### src/hivd_params.svh
// constants for the hardware interrupt vector dispatch block
`ifndef HIVD_PARAMS_SVH
`define HIVD_PARAMS_SVH
`define HIVD_NUM_VEC 48
`define HIVD_VEC_FIRST 16'h0000
`define HIVD_VEC_LAST 16'h005e
`define HIVD_EN_ADDR 16'hc00e
`define HIVD_EN_RST 16'h0000
`define HIVD_HW_MASK 48'hffff_3737_fdff
`define HIVD_SECOND_TIMER_EN_BIT 1
`endif

### src/hivd_pkg.sv
// types shared by the interrupt vector dispatch block
package hivd_pkg;
  // events of one usb engine, one-cycle pulses
  typedef struct packed {
    logic [7:0] ep_done;
    logic per_sof;
    logic per_reset;
    logic host_ins_rem;
    logic host_sof;
    logic host_done;
  } hivd_usb_src_t;

  // every peripheral event that can raise a hardware interrupt
  typedef struct packed {
    hivd_usb_src_t usb_engine_two;
    hivd_usb_src_t usb_engine_one;
    logic otg_change;
    logic spi_dma_done;
    logic spi_rx;
    logic spi_tx;
    logic mbox_tx_full;
    logic mbox_rx_empty;
    logic ide_dma_done;
    logic hss_rx_full;
    logic hss_dma_done;
    logic uart_rx;
    logic uart_tx;
    logic general_pin_irq_b;
    logic general_pin_irq_a;
    logic second_timer;
    logic first_timer;
  } hivd_src_t;
endpackage

### src/hivd_dispatch.sv
// interrupt vector table, enable register and lowest-first dispatcher
`timescale 1ns/1ps
`include "hivd_params.svh"

// Notes on behaviour
// - exactly 48 interrupt numbers, each with its own vector slot
// - vector of number n is the 16-bit word at byte address 2n
// - hardware dispatch and software call of n reach the same vector
// - numbers without hardware source work only as software interrupts
// - vector slots are plain read/write memory; writes redirect later dispatch
// - numbers 0,1 are the timers; 2,3 the general pin lines
// - number 4 is uart transmit, 5 is uart receive
// - number 6 is serial dma done, 7 is serial receiver full
// - number 8 is ide dma done, 15 is otg id or vbus change
// - number 10 is mailbox receive empty, 11 mailbox transmit full
// - numbers 12,13,14 are spi transmit, receive and dma done
// - engine one host and peripheral events on 16,17,18,20,21
// - engine two host and peripheral events on 24,25,26,28,29
// - engine one endpoints 0 to 7 on numbers 32 to 39
// - engine two endpoints 0 to 7 on numbers 40 to 47
// - numbers 9,19,22,23,27,30,31 have no hardware source
// - enable register at 0xc00e gates sources; value 2 enables second_timer
module hivd_dispatch #(
  parameter int NUM_VEC = `HIVD_NUM_VEC
) (
  input wire logic core_clk_i,
  input wire logic rst_i,
  input wire logic [15:0] mem_addr_i,
  input wire logic mem_wr_i,
  input wire logic mem_rd_i,
  input wire logic [15:0] mem_wdata_i,
  output logic [15:0] mem_rdata_o,
  output logic mem_hit_o,
  input wire hivd_pkg::hivd_src_t src_i,
  output logic irq_req_o,
  output logic [5:0] irq_num_o,
  output logic [15:0] irq_vec_o,
  input wire logic irq_ack_i,
  input wire logic sw_req_i,
  input wire logic [5:0] sw_num_i,
  output logic sw_valid_o,
  output logic [15:0] sw_vec_o,
  output logic [47:0] pending_o
);

  // the table layout and address decode serve exactly 48 slots
  if (NUM_VEC != 48) begin : g_bad_num
    $error("hivd_dispatch serves exactly 48 vectors");
  end

  logic [15:0] vec_mem [NUM_VEC];
  logic [15:0] en_q;
  logic [47:0] pend_q;
  logic [47:0] pend_d;
  logic valid_q;
  logic [5:0] num_q;
  logic [15:0] vec_q;
  logic [15:0] rdata_q;
  logic hit_q;
  logic sw_valid_q;
  logic [15:0] sw_vec_q;

  // byte address 2n selects slot n
  wire vec_hit = (mem_addr_i <= `HIVD_VEC_LAST) && !mem_addr_i[0];
  wire [5:0] vec_idx = mem_addr_i[6:1];
  wire en_hit = (mem_addr_i == `HIVD_EN_ADDR);
  wire vec_wr = mem_wr_i && vec_hit;
  wire en_wr = mem_wr_i && en_hit;

  // event vector ordered by interrupt number
  hivd_pkg::hivd_usb_src_t u1;
  hivd_pkg::hivd_usb_src_t u2;
  assign u1 = src_i.usb_engine_one;
  assign u2 = src_i.usb_engine_two;
  wire [47:0] evt_raw;
  assign evt_raw[47:32] = {u2.ep_done, u1.ep_done};
  assign evt_raw[31:16] = {2'b00, u2.per_sof, u2.per_reset, 1'b0,
                           u2.host_ins_rem, u2.host_sof, u2.host_done,
                           2'b00, u1.per_sof, u1.per_reset, 1'b0,
                           u1.host_ins_rem, u1.host_sof, u1.host_done};
  assign evt_raw[15:0] = {src_i.otg_change, src_i.spi_dma_done,
                          src_i.spi_rx, src_i.spi_tx, src_i.mbox_tx_full,
                          src_i.mbox_rx_empty, 1'b0, src_i.ide_dma_done,
                          src_i.hss_rx_full, src_i.hss_dma_done,
                          src_i.uart_rx, src_i.uart_tx,
                          src_i.general_pin_irq_b, src_i.general_pin_irq_a,
                          src_i.second_timer, src_i.first_timer};

  // enable bit k gates numbers k, k+16 and k+32
  wire [47:0] en48 = {en_q, en_q, en_q};
  wire [47:0] evt_hw = evt_raw & `HIVD_HW_MASK & en48;
  wire [47:0] req = pend_q & en48;
  wire any_req = |req;

  function automatic logic [5:0] lowest(input logic [47:0] v);
    logic [5:0] r;
    r = 6'h00;
    for (int i = 47; i >= 0; i--) begin
      if (v[i]) begin
        r = 6'(i);
      end
    end
    return r;
  endfunction
  wire [5:0] pick = lowest(req);

  // a write to the slot being captured is forwarded
  wire fwd = vec_wr && (vec_idx == pick);
  wire [15:0] pick_vec = fwd ? mem_wdata_i : vec_mem[pick];
  wire take = !valid_q && any_req;
  wire acked = valid_q && irq_ack_i;
  wire [47:0] clr = acked ? (48'h0000_0000_0001 << num_q) : 48'h0;

  // clear on acceptance, a new event in the same cycle wins
  assign pend_d = (pend_q & ~clr) | evt_hw;

  // vector table storage, ordinary memory with no reset
  always_ff @(posedge core_clk_i) begin
    if (vec_wr) begin
      vec_mem[vec_idx] <= mem_wdata_i;
    end
  end

  // enable register and pending latches
  always_ff @(posedge core_clk_i) begin
    if (rst_i) begin
      en_q <= `HIVD_EN_RST;
      pend_q <= 48'h0;
    end else begin
      pend_q <= pend_d;
      if (en_wr) begin
        en_q <= mem_wdata_i;
      end
    end
  end

  // dispatch presentation, held until the core acknowledges
  always_ff @(posedge core_clk_i) begin
    if (rst_i) begin
      valid_q <= 1'b0;
      num_q <= 6'h00;
      vec_q <= 16'h0000;
    end else if (acked) begin
      valid_q <= 1'b0;
    end else if (take) begin
      // present lowest number with its vector
      valid_q <= 1'b1;
      num_q <= pick;
      vec_q <= pick_vec;
    end else if (valid_q && vec_wr && vec_idx == num_q) begin
      // rewrite while waiting redirects this dispatch
      vec_q <= mem_wdata_i;
    end
  end

  // software call looks up the same table
  wire sw_fwd = vec_wr && (vec_idx == sw_num_i);
  wire sw_ok = sw_num_i < 6'(NUM_VEC);
  always_ff @(posedge core_clk_i) begin
    if (rst_i) begin
      sw_valid_q <= 1'b0;
      sw_vec_q <= 16'h0000;
    end else begin
      sw_valid_q <= sw_req_i && sw_ok;
      if (sw_req_i && sw_ok) begin
        sw_vec_q <= sw_fwd ? mem_wdata_i : vec_mem[sw_num_i];
      end
    end
  end

  // register read port, answer one cycle after the strobe
  wire [15:0] rd_val = vec_hit ? vec_mem[vec_idx] :
                       (en_hit ? en_q : 16'h0000);
  always_ff @(posedge core_clk_i) begin
    if (rst_i) begin
      rdata_q <= 16'h0000;
      hit_q <= 1'b0;
    end else begin
      hit_q <= mem_rd_i && (vec_hit || en_hit);
      if (mem_rd_i) begin
        rdata_q <= rd_val;
      end
    end
  end

  assign mem_rdata_o = rdata_q;
  assign mem_hit_o = hit_q;
  assign irq_req_o = valid_q;
  assign irq_num_o = num_q;
  assign irq_vec_o = vec_q;
  assign sw_valid_o = sw_valid_q;
  assign sw_vec_o = sw_vec_q;
  assign pending_o = pend_q;

  // helper: winner one cycle back for the ordering check
  logic [5:0] pick_past_q;
  logic [5:0] ack_num_q;
  always_ff @(posedge core_clk_i) begin
    pick_past_q <= pick;
    ack_num_q <= num_q;
  end

  // sourceless numbers never become pending
  a_reserved_quiet: assert property (
    @(posedge core_clk_i) disable iff (rst_i)
    (pend_q & ~`HIVD_HW_MASK) == 48'h0)
    else $error("sourceless interrupt became pending");

  // enabled events are latched on the next edge
  a_event_latched: assert property (
    @(posedge core_clk_i) disable iff (rst_i)
    (evt_hw != 48'h0) |=> ((pend_q & $past(evt_hw)) == $past(evt_hw)))
    else $error("enabled event was not latched");

  // second_timer needs enable bit 1 set, as in value 2
  a_second_timer_gate: assert property (
    @(posedge core_clk_i) disable iff (rst_i)
    (src_i.second_timer && !pend_q[1] && !en_q[`HIVD_SECOND_TIMER_EN_BIT])
    |=> !pend_q[1])
    else $error("disabled second_timer event was latched");

  // enable register takes the written word
  a_enable_write: assert property (
    @(posedge core_clk_i) disable iff (rst_i)
    en_wr |=> (en_q == $past(mem_wdata_i)))
    else $error("enable register write lost");

  // a fresh presentation carries the lowest request
  a_lowest_first: assert property (
    @(posedge core_clk_i) disable iff (rst_i)
    $rose(valid_q) |-> (num_q == pick_past_q) && $past(any_req))
    else $error("dispatch did not pick lowest number");

  // presented request stays pending until accepted
  a_present_pending: assert property (
    @(posedge core_clk_i) disable iff (rst_i)
    valid_q |-> pend_q[num_q] && (vec_q == vec_mem[num_q]))
    else $error("presented request lost pending or vector");

  // acceptance drops the request one edge later
  a_ack_clears: assert property (
    @(posedge core_clk_i) disable iff (rst_i)
    acked |=> !valid_q && (pend_q[ack_num_q] == $past(evt_hw[num_q])))
    else $error("accepted request not cleared");

  // software call returns the slot of its number
  a_sw_vector: assert property (
    @(posedge core_clk_i) disable iff (rst_i)
    (sw_req_i && sw_ok && !mem_wr_i)
    |=> sw_valid_o && (sw_vec_o == vec_mem[$past(sw_num_i)]))
    else $error("software call returned wrong vector");

  // slot readback after a write
  a_slot_readback: assert property (
    @(posedge core_clk_i) disable iff (rst_i)
    (vec_wr ##1 (mem_rd_i && !mem_wr_i && mem_addr_i == $past(mem_addr_i)))
    |=> (mem_rdata_o == $past(mem_wdata_i, 2)))
    else $error("vector slot readback mismatch");

  // a call with a number past the table is refused
  a_sw_refused: assert property (
    @(posedge core_clk_i) disable iff (rst_i)
    (sw_req_i && !sw_ok) |=> !sw_valid_o)
    else $error("out of range software call answered");

  // software vector holds between calls
  a_sw_hold: assert property (
    @(posedge core_clk_i) disable iff (rst_i)
    !sw_req_i |=> $stable(sw_vec_o))
    else $error("software vector changed without a call");

  // a waiting presentation keeps its number
  a_req_holds: assert property (
    @(posedge core_clk_i) disable iff (rst_i)
    (valid_q && !irq_ack_i) |=> valid_q && $stable(num_q))
    else $error("presentation dropped before acceptance");

  // a waiting presentation keeps its vector unless rewritten
  a_vec_holds: assert property (
    @(posedge core_clk_i) disable iff (rst_i)
    (valid_q && !irq_ack_i && !vec_wr) |=> $stable(vec_q))
    else $error("presented vector changed without a write");

  // presented number lies inside the table
  a_num_range: assert property (
    @(posedge core_clk_i) disable iff (rst_i)
    valid_q |-> (num_q < 6'h30))
    else $error("presented number outside the table");

  // nothing is presented without a request
  a_idle_quiet: assert property (
    @(posedge core_clk_i) disable iff (rst_i)
    (!valid_q && !any_req) |=> !valid_q)
    else $error("presentation without a pending request");

  // a disabled number never becomes newly pending
  a_gated_drop: assert property (
    @(posedge core_clk_i) disable iff (rst_i)
    (pend_d & ~pend_q & ~en48) == 48'h0)
    else $error("disabled number became pending");

  // an event that meets its own acceptance stays pending
  a_set_wins: assert property (
    @(posedge core_clk_i) disable iff (rst_i)
    (acked && evt_hw[num_q]) |=> pend_q[ack_num_q])
    else $error("clear won over a new event");

  // odd addresses neither hit nor return data
  a_odd_ignored: assert property (
    @(posedge core_clk_i) disable iff (rst_i)
    (mem_rd_i && mem_addr_i[0]) |=> !mem_hit_o && (mem_rdata_o == 16'h0000))
    else $error("odd address answered");

  // enable register reads back its value
  a_enable_read: assert property (
    @(posedge core_clk_i) disable iff (rst_i)
    (mem_rd_i && en_hit) |=> (mem_rdata_o == $past(en_q)))
    else $error("enable register readback mismatch");

  // read data holds between reads
  a_rdata_hold: assert property (
    @(posedge core_clk_i) disable iff (rst_i)
    !mem_rd_i |=> $stable(mem_rdata_o))
    else $error("read data changed without a read");

  c_two_pending: cover property (
    @(posedge core_clk_i) disable iff (rst_i)
    $countones(req) > 1 && take);
  c_accept: cover property (
    @(posedge core_clk_i) disable iff (rst_i) acked);
  c_sw_call: cover property (
    @(posedge core_clk_i) disable iff (rst_i) sw_req_i && sw_num_i == 6'h09);
  c_redirect: cover property (
    @(posedge core_clk_i) disable iff (rst_i)
    valid_q && vec_wr && vec_idx == num_q);

endmodule

### config.mk
export PLATFORM = sky130hd
export DESIGN_NAME = hivd_dispatch
export DESIGN_NICKNAME = d
export VERILOG_FILES = /design/src/hivd_pkg.sv /design/src/hivd_dispatch.sv
export VERILOG_INCLUDE_DIRS = /design/src /design/src/src
export SDC_FILE = /design/constraint.sdc
export NUM_CORES = 2
export LEC_CHECK = 0
export BUFFER_PORTS_ARGS = -buffer_cell sky130_fd_sc_hd__buf_4
export CORE_ASPECT_RATIO = 1.25
export CORE_MARGIN = 2
export CORE_UTILIZATION = 35
export CTS_CLUSTER_DIAMETER = 200
export CTS_CLUSTER_SIZE = 40
export DETAILED_ROUTE_END_ITERATION = 8
export SLEW_MARGIN = 10
export SYNTH_ARGS = -nofsm -noshare
export SYNTH_HDL_FRONTEND = slang
export SYNTH_SLANG_ARGS = --single-unit
### constraint.sdc
create_clock -name core_clk_i -period 5.35 [get_ports core_clk_i]
set_input_delay 0.2675 -clock core_clk_i [delete_from_list [all_inputs] [get_ports core_clk_i]]
set_output_delay 0.2675 -clock core_clk_i [all_outputs]
set_load 0.01 [all_outputs]
# == After elaboration in Yosys (flattened, before gate mapping) ==
# Memory sizes are Yosys's and may differ from the RTL's. A register that Yosys moved wholly into a read port is not among the register bits.
# Cells that the tools add are included.
# totals
regBits,105
ram_bits,768
inputBits,85
output_inout_bits,105
elab_cells,95
memories,1
# op_classes
n_lt_le_gt_ge,2
eq_ne,3
shift,1
mux,56
bitwise,6
reduce_logical,18
# memory_table
name,words,word_bits,read_ports,rd_ports_with_merged_regs,write_ports,line_no,source
vec_mem,48,16,3,1,1,hivd_dispatch.sv:51,logic [15:0] vec_mem [NUM_VEC];
# op_table
op,n
2-to-1 mux 6 bit,48
bitwise AND 48 bit,3
2-to-1 mux 16 bit,5
2-to-1 mux 48 bit,1
inverter 48 bit,1
bitwise OR 48 bit,1
OR reduction 48 bit,1
"left shift 1 x 6 -> 48 bit, first input constant",1
"equality test 16 bit, second input constant",1
"<= comparator 16 x 7 -> 1 bit, second input constant",1
equality test 6 bit,2
logical AND 1 bit,10
"less-than comparator 6 bit, second input constant",1
AND reduction 2 bit,2
logical NOT 1 bit,2
2-to-1 mux 1 bit,2
nonzero test 2 bit,1
OR reduction 2 bit,1
logical OR 1 bit,1
inverter 1 bit,1

# == Longest topological paths before layout ==
# depth
depth_word,53
mapped_depth,16
depth_no_buf,11

# == Least setup slack after synthesis ==
# OpenSTA, ideal clock, no wires.
# synth_path
path_type,register to register
start,register en_q[1]
end,register vec_q[10] (netlist: irq_vec_o[10])
setup_ns,0.074
arrival_ns,3.427
required_time_ns,5.276
slack_ns,1.849
stages_incl_launch_ff,15
path_buffers,4
cell_sequence,dfxtp_1 clkbuf_1 a22o_1 or4_1 nor4_2 nor2b_1 buf_2 xnor2_1 o2111ai_1 o31ai_1 buf_2 clkbuf_1 nand3_1 a41o_1 a31oi_1
# synth_via
elab_chain_len,39
elab_cells_between_ends,44
# synth_rtl
element,line_no,source
from (decl),hivd_dispatch.sv:52,logic [15:0] en_q;
from (signal assigned),hivd_dispatch.sv:127,en_q <= `HIVD_EN_RST;
from (signal assigned),hivd_dispatch.sv:132,en_q <= mem_wdata_i;
bitwise AND 48 bit *,hivd_dispatch.sv:92,wire [47:0] req = pend_q & en48;
branches (longest 38 deep; another with 2-to-1 mux 6 bit),-,
to (signal assigned),hivd_dispatch.sv:149,vec_q <= pick_vec;
to (signal assigned),hivd_dispatch.sv:152,vec_q <= mem_wdata_i;
to (decl),hivd_dispatch.sv:57,logic [15:0] vec_q;
# Every way passes the cells marked *.
# A chain may end at the register's enable or synchronous reset.

# == Worst setup path in the final report ==
# layout_path
start,register en_q[13]
end,register vec_q[2] (netlist: irq_vec_o[2])
# layout_via
elab_chain_len,51
elab_cells_between_ends,56
# layout_rtl
element,line_no
bitwise AND 48 bit *,hivd_dispatch.sv:92
branches (longest 50 deep; another with 2-to-1 mux 6 bit),-
# Marked as above.

==> impl_metrics.csv <==
group,metric,value,unit
clock_tree,cts_resized,0,
route,drt_wl_total,215100,um
clock_tree,cts_setup_buffers,0,
power,p_leak,16.83,nW
logic_synthesis,synth.mux.area_fraction,16.64,%
final_layout,drive_gt1_share,21.99,%
final_layout,regArea,25480,um2
sta,fin_crit,5.117,ns
sta,maxSlewViolCount,0,
sta,holdWs,-0.006001,ns
clock_tree,cts_tree,"done",
sta,slew_headroom,14.55,%
final_layout,final_common_cell,"edfxtp_1",
logic_synthesis,yosys_warnings,0,
logic_synthesis,syn_area,47310,um2
final_layout,syn_to_final_growth,11.81,%
logic_synthesis,synth-edff-count,768,
worst_setup_path,path_common_cell,"a221oi_1",
clock_tree,clockBufferDepth,3,
worst_setup_path,path_max_fanout,73,
worst_setup_path,path_delay_family,"compound AO/OA/AOI/OAI gates",
grt,grt_pass1_vias,37760,
logic_synthesis,synthDominantCellAreaShare,48.75,%
clock_tree,clk_pin_slew,0.17,ns
logic_synthesis,yosys.area_share.adder,0,%
worst_setup_path,required,6.01,ns
logic_synthesis,synth_xor_area_share,0.2962,%
route,wl_per_cell,37.75,um
final_layout,multiInputGateArea,20580,um2
placement,place.port_buffers,189,
logic_synthesis,yosysSeqAreaShare,53.87,%
die,die_y,415.0,um
status,violations,"negative hold slack",
grt,overflow,0,
die,io_pins,190,
route,drt-pass1-iter-count,7,
grt,grt_pass1_wl,295900,um
status,status,"finished with violations",
hold_path,hold_depth,3,
worst_setup_path,path_class,"register to register",
die,core,134000,um2
sta,skew,0.09873,ns
sta,finalSetupTns,0,ns
worst_setup_path,slowest_delay,0.81,ns
flow_run,max_cap_violations,0,
sta,tightest_slew,1.282,ns
worst_setup_path,crit_arrival,5.77,ns
final_layout,stdcell_count,5698,
final_layout,postLayoutCellArea,52900,um2
logic_synthesis,synthCells,3789,
sta,finalCritPeriodShare,95.64,%
logic_synthesis,synth_flop_cell,"edfxtp_1",
placement,placed_cells,5599,
worst_setup_path,slowest_stage,"a221oi_1",
route,viasPerCell,7.026,
route,drtIter0Drc,7592,
worst_setup_path,cp.depth,13,
sta,hold_violations,1,
sta,rsz0062_at_grt,"no",
die,die_width,332.8,um
sta,fmax,195.4,MHz
logic_synthesis,synthArstFlopShare,0,%
clock_tree,cts_root_buffer,"clkbuf_16",
route,ant_nets,0,
route,via_count,40040,
clock_tree,numClockSinks,889,
die,rows,150,
hold_path,min_path_type,"input pin to register",
clock_tree,cts_buffers,26,
worst_setup_path,reg2reg_depth,13,
logic_synthesis,synth_compound_gate_area_share,16.63,%
placement,routabilityCongestion,1.022,
logic_synthesis,synth_cell_types,80,
final_layout,final_cell_mix,"768 x edfxtp_1, 483 x nand2_1, 387 x buf_4",
worst_setup_path,crit_path_end_kind,"register",
power,cellPowerDensity,225.6,nW/um2
logic_synthesis,synth-seq-cells,889,
power,ir_worst_vdd,0.2824,mV
logic_synthesis,synth.net_count,3874,
grt,antenna_found_initial,9,
logic_synthesis,synthTopCellsByArea,"edfxtp_1 49%, mux4_2 12%, dfxtp_1 5.1%",
logic_synthesis,syn_avg_cell_area,12.49,um2
logic_synthesis,synth_top_family_by_area,"multiplexers",
worst_setup_path,critPathLaunchType,"register",
final_layout,nFillCells,12600,
logic_synthesis,synth_top_area_cell,"edfxtp_1",
clock_tree,insertion_delay,0.75,ns
die,initial_core_util,35.30,%
grt,grt_use_total,29.98,%
final_layout,nets,4008,
logic_synthesis,synthSimpleGateAreaFrac,9.365,%
placement,hpwl,140900,um
worst_setup_path,crit_path_cell_trace,"nand2_1, a32oi_1, o21ai_1, a221oi_1, buf_4, a21oi_2, nor2_4, buf_12, mux2_2, a221oi_1, a22oi_1, o311ai_1, a311oi_1",
die,die_area,138100,um2
placement,placed_area,51670,um2
route,drc,0,
worst_setup_path,critPathBufInv,2,
grt,grt_max_degree,106,
sta,setup_viol,0,
clock_tree,h-tree-depth,1,
-- cell families after synthesis --
| logic type | after synthesis |
|---|---|
| xor+xnor | 16 |
| compound gates | 1091 |
| simple gates | 981 |
| mux | 453 |
| flops | 889 |
| buf+inv | 359 |
-- layer usage --
layer / vias to the layer above / GRT usage (%) / part of all wire (%)
li1: 15600 / - / -
met1: 19870 / 37.03 / 34
met2: 3738 / 46.36 / 44
met3: 825 / 7.001 / 13
met4: 2 / 21.14 / 8.8
met5: - / 0 / 0.0033
-- power breakdown --
group | internal, mW | leakage, nW | switching [mW]
clock network | 0.953 | 0.362 | 2.15
registers | 7.52 | 7.88 | 0.00637
logic | 0.451 | 8.59 | 0.849
-- worst paths after layout --
check / from / end / slack [ns]
max: en_q[13]$_SDFFE_PP0P_ / irq_vec_o[2]$_SDFFE_PP0P_ / 0.23
min: mem_wdata_i[0] / en_q[0]$_SDFFE_PP0P_ / -0.006
max reg2reg: en_q[13]$_SDFFE_PP0P_ / irq_vec_o[2]$_SDFFE_PP0P_ / 0.23
min reg2reg: mem_rdata_o[6]$_SDFFE_PP0P_ / mem_rdata_o[6]$_SDFFE_PP0P_ / 0.48
-- state kept, by name, summed over array words and instances, names as in the netlist --
signal and flops:
irq_req_o 1, pending_o 48, mem_hit_o 1, sw_valid_o 1, sw_vec_o 16, en_q 16
irq_vec_o 16, mem_rdata_o 16, irq_num_o 6, vec_mem 768
-- cell type report --
| class | count | area share, % |
|---|---|---|
| tap | 1748 | 4.135 |
| multi-input combinational | 2541 | 38.91 |
| sequential | 889 | 48.18 |
| clock inverter | 2 | 0.08752 |
| clock buffer | 46 | 1.372 |
| inverter | 10 | 0.07096 |
| antenna | 7 | 0.03312 |
| timing repair buffer | 455 | 7.212 |
-- stage by stage --
step                total power [mW]  util [%]  setup slack (ns)
floorplan                      8.276         -             1.849
global placement               8.886     38.56            0.5681
detailed placement             8.895     38.56            0.4553
CTS                            11.88     39.46            0.4494
global route                   12.14     39.46            0.1335
finish                         11.93     39.47            0.2330
-- repair_timing --
item,4_1_cts,5_1_grt
hold buffers,44,0
endpoints found under the hold margin,49,0
endpoints found under the setup margin,0,0
-- worst reg2reg max path: stages (launching register included) --
cell and delay [ns]:
dfxtp_1 0.73, nand2_1 0.10, a32oi_1 0.22, o21ai_1 0.09
a221oi_1 0.81, buf_4 0.30, a21oi_2 0.16, nor2_4 0.25
buf_12 0.32, mux2_2 0.42, a221oi_1 0.09, a22oi_1 0.81
o311ai_1 0.40, a311oi_1 0.33
-- cells in the mapped netlist (all sizes together), types with 9 or more instances --
| master | n |
|---|---|
| a31oi | 82 |
| a21oi | 150 |
| nand4 | 48 |
| a32o | 17 |
| clkbuf | 259 |
| nor4 | 12 |
| nor2 | 172 |
| a22o | 63 |
| edfxtp | 768 |
| a211oi | 97 |
| nand2b | 10 |
| a32oi | 26 |
| a311oi | 17 |
| a221oi | 103 |
| nand2 | 484 |
| mux4 | 261 |
| inv | 9 |
| o311ai | 9 |
| xor2 | 9 |
| mux2 | 59 |
| dfxtp | 121 |
| a2111oi | 11 |
| a22oi | 243 |
| nor3 | 16 |
| nor2b | 9 |
| and3 | 104 |
| nand3 | 83 |
| o211ai | 22 |
| mux2i | 133 |
| buf | 90 |
| and2 | 14 |
| o21a | 9 |
| a31o | 29 |
| o21ai | 137 |
Power figures use the tool's default switching activity.
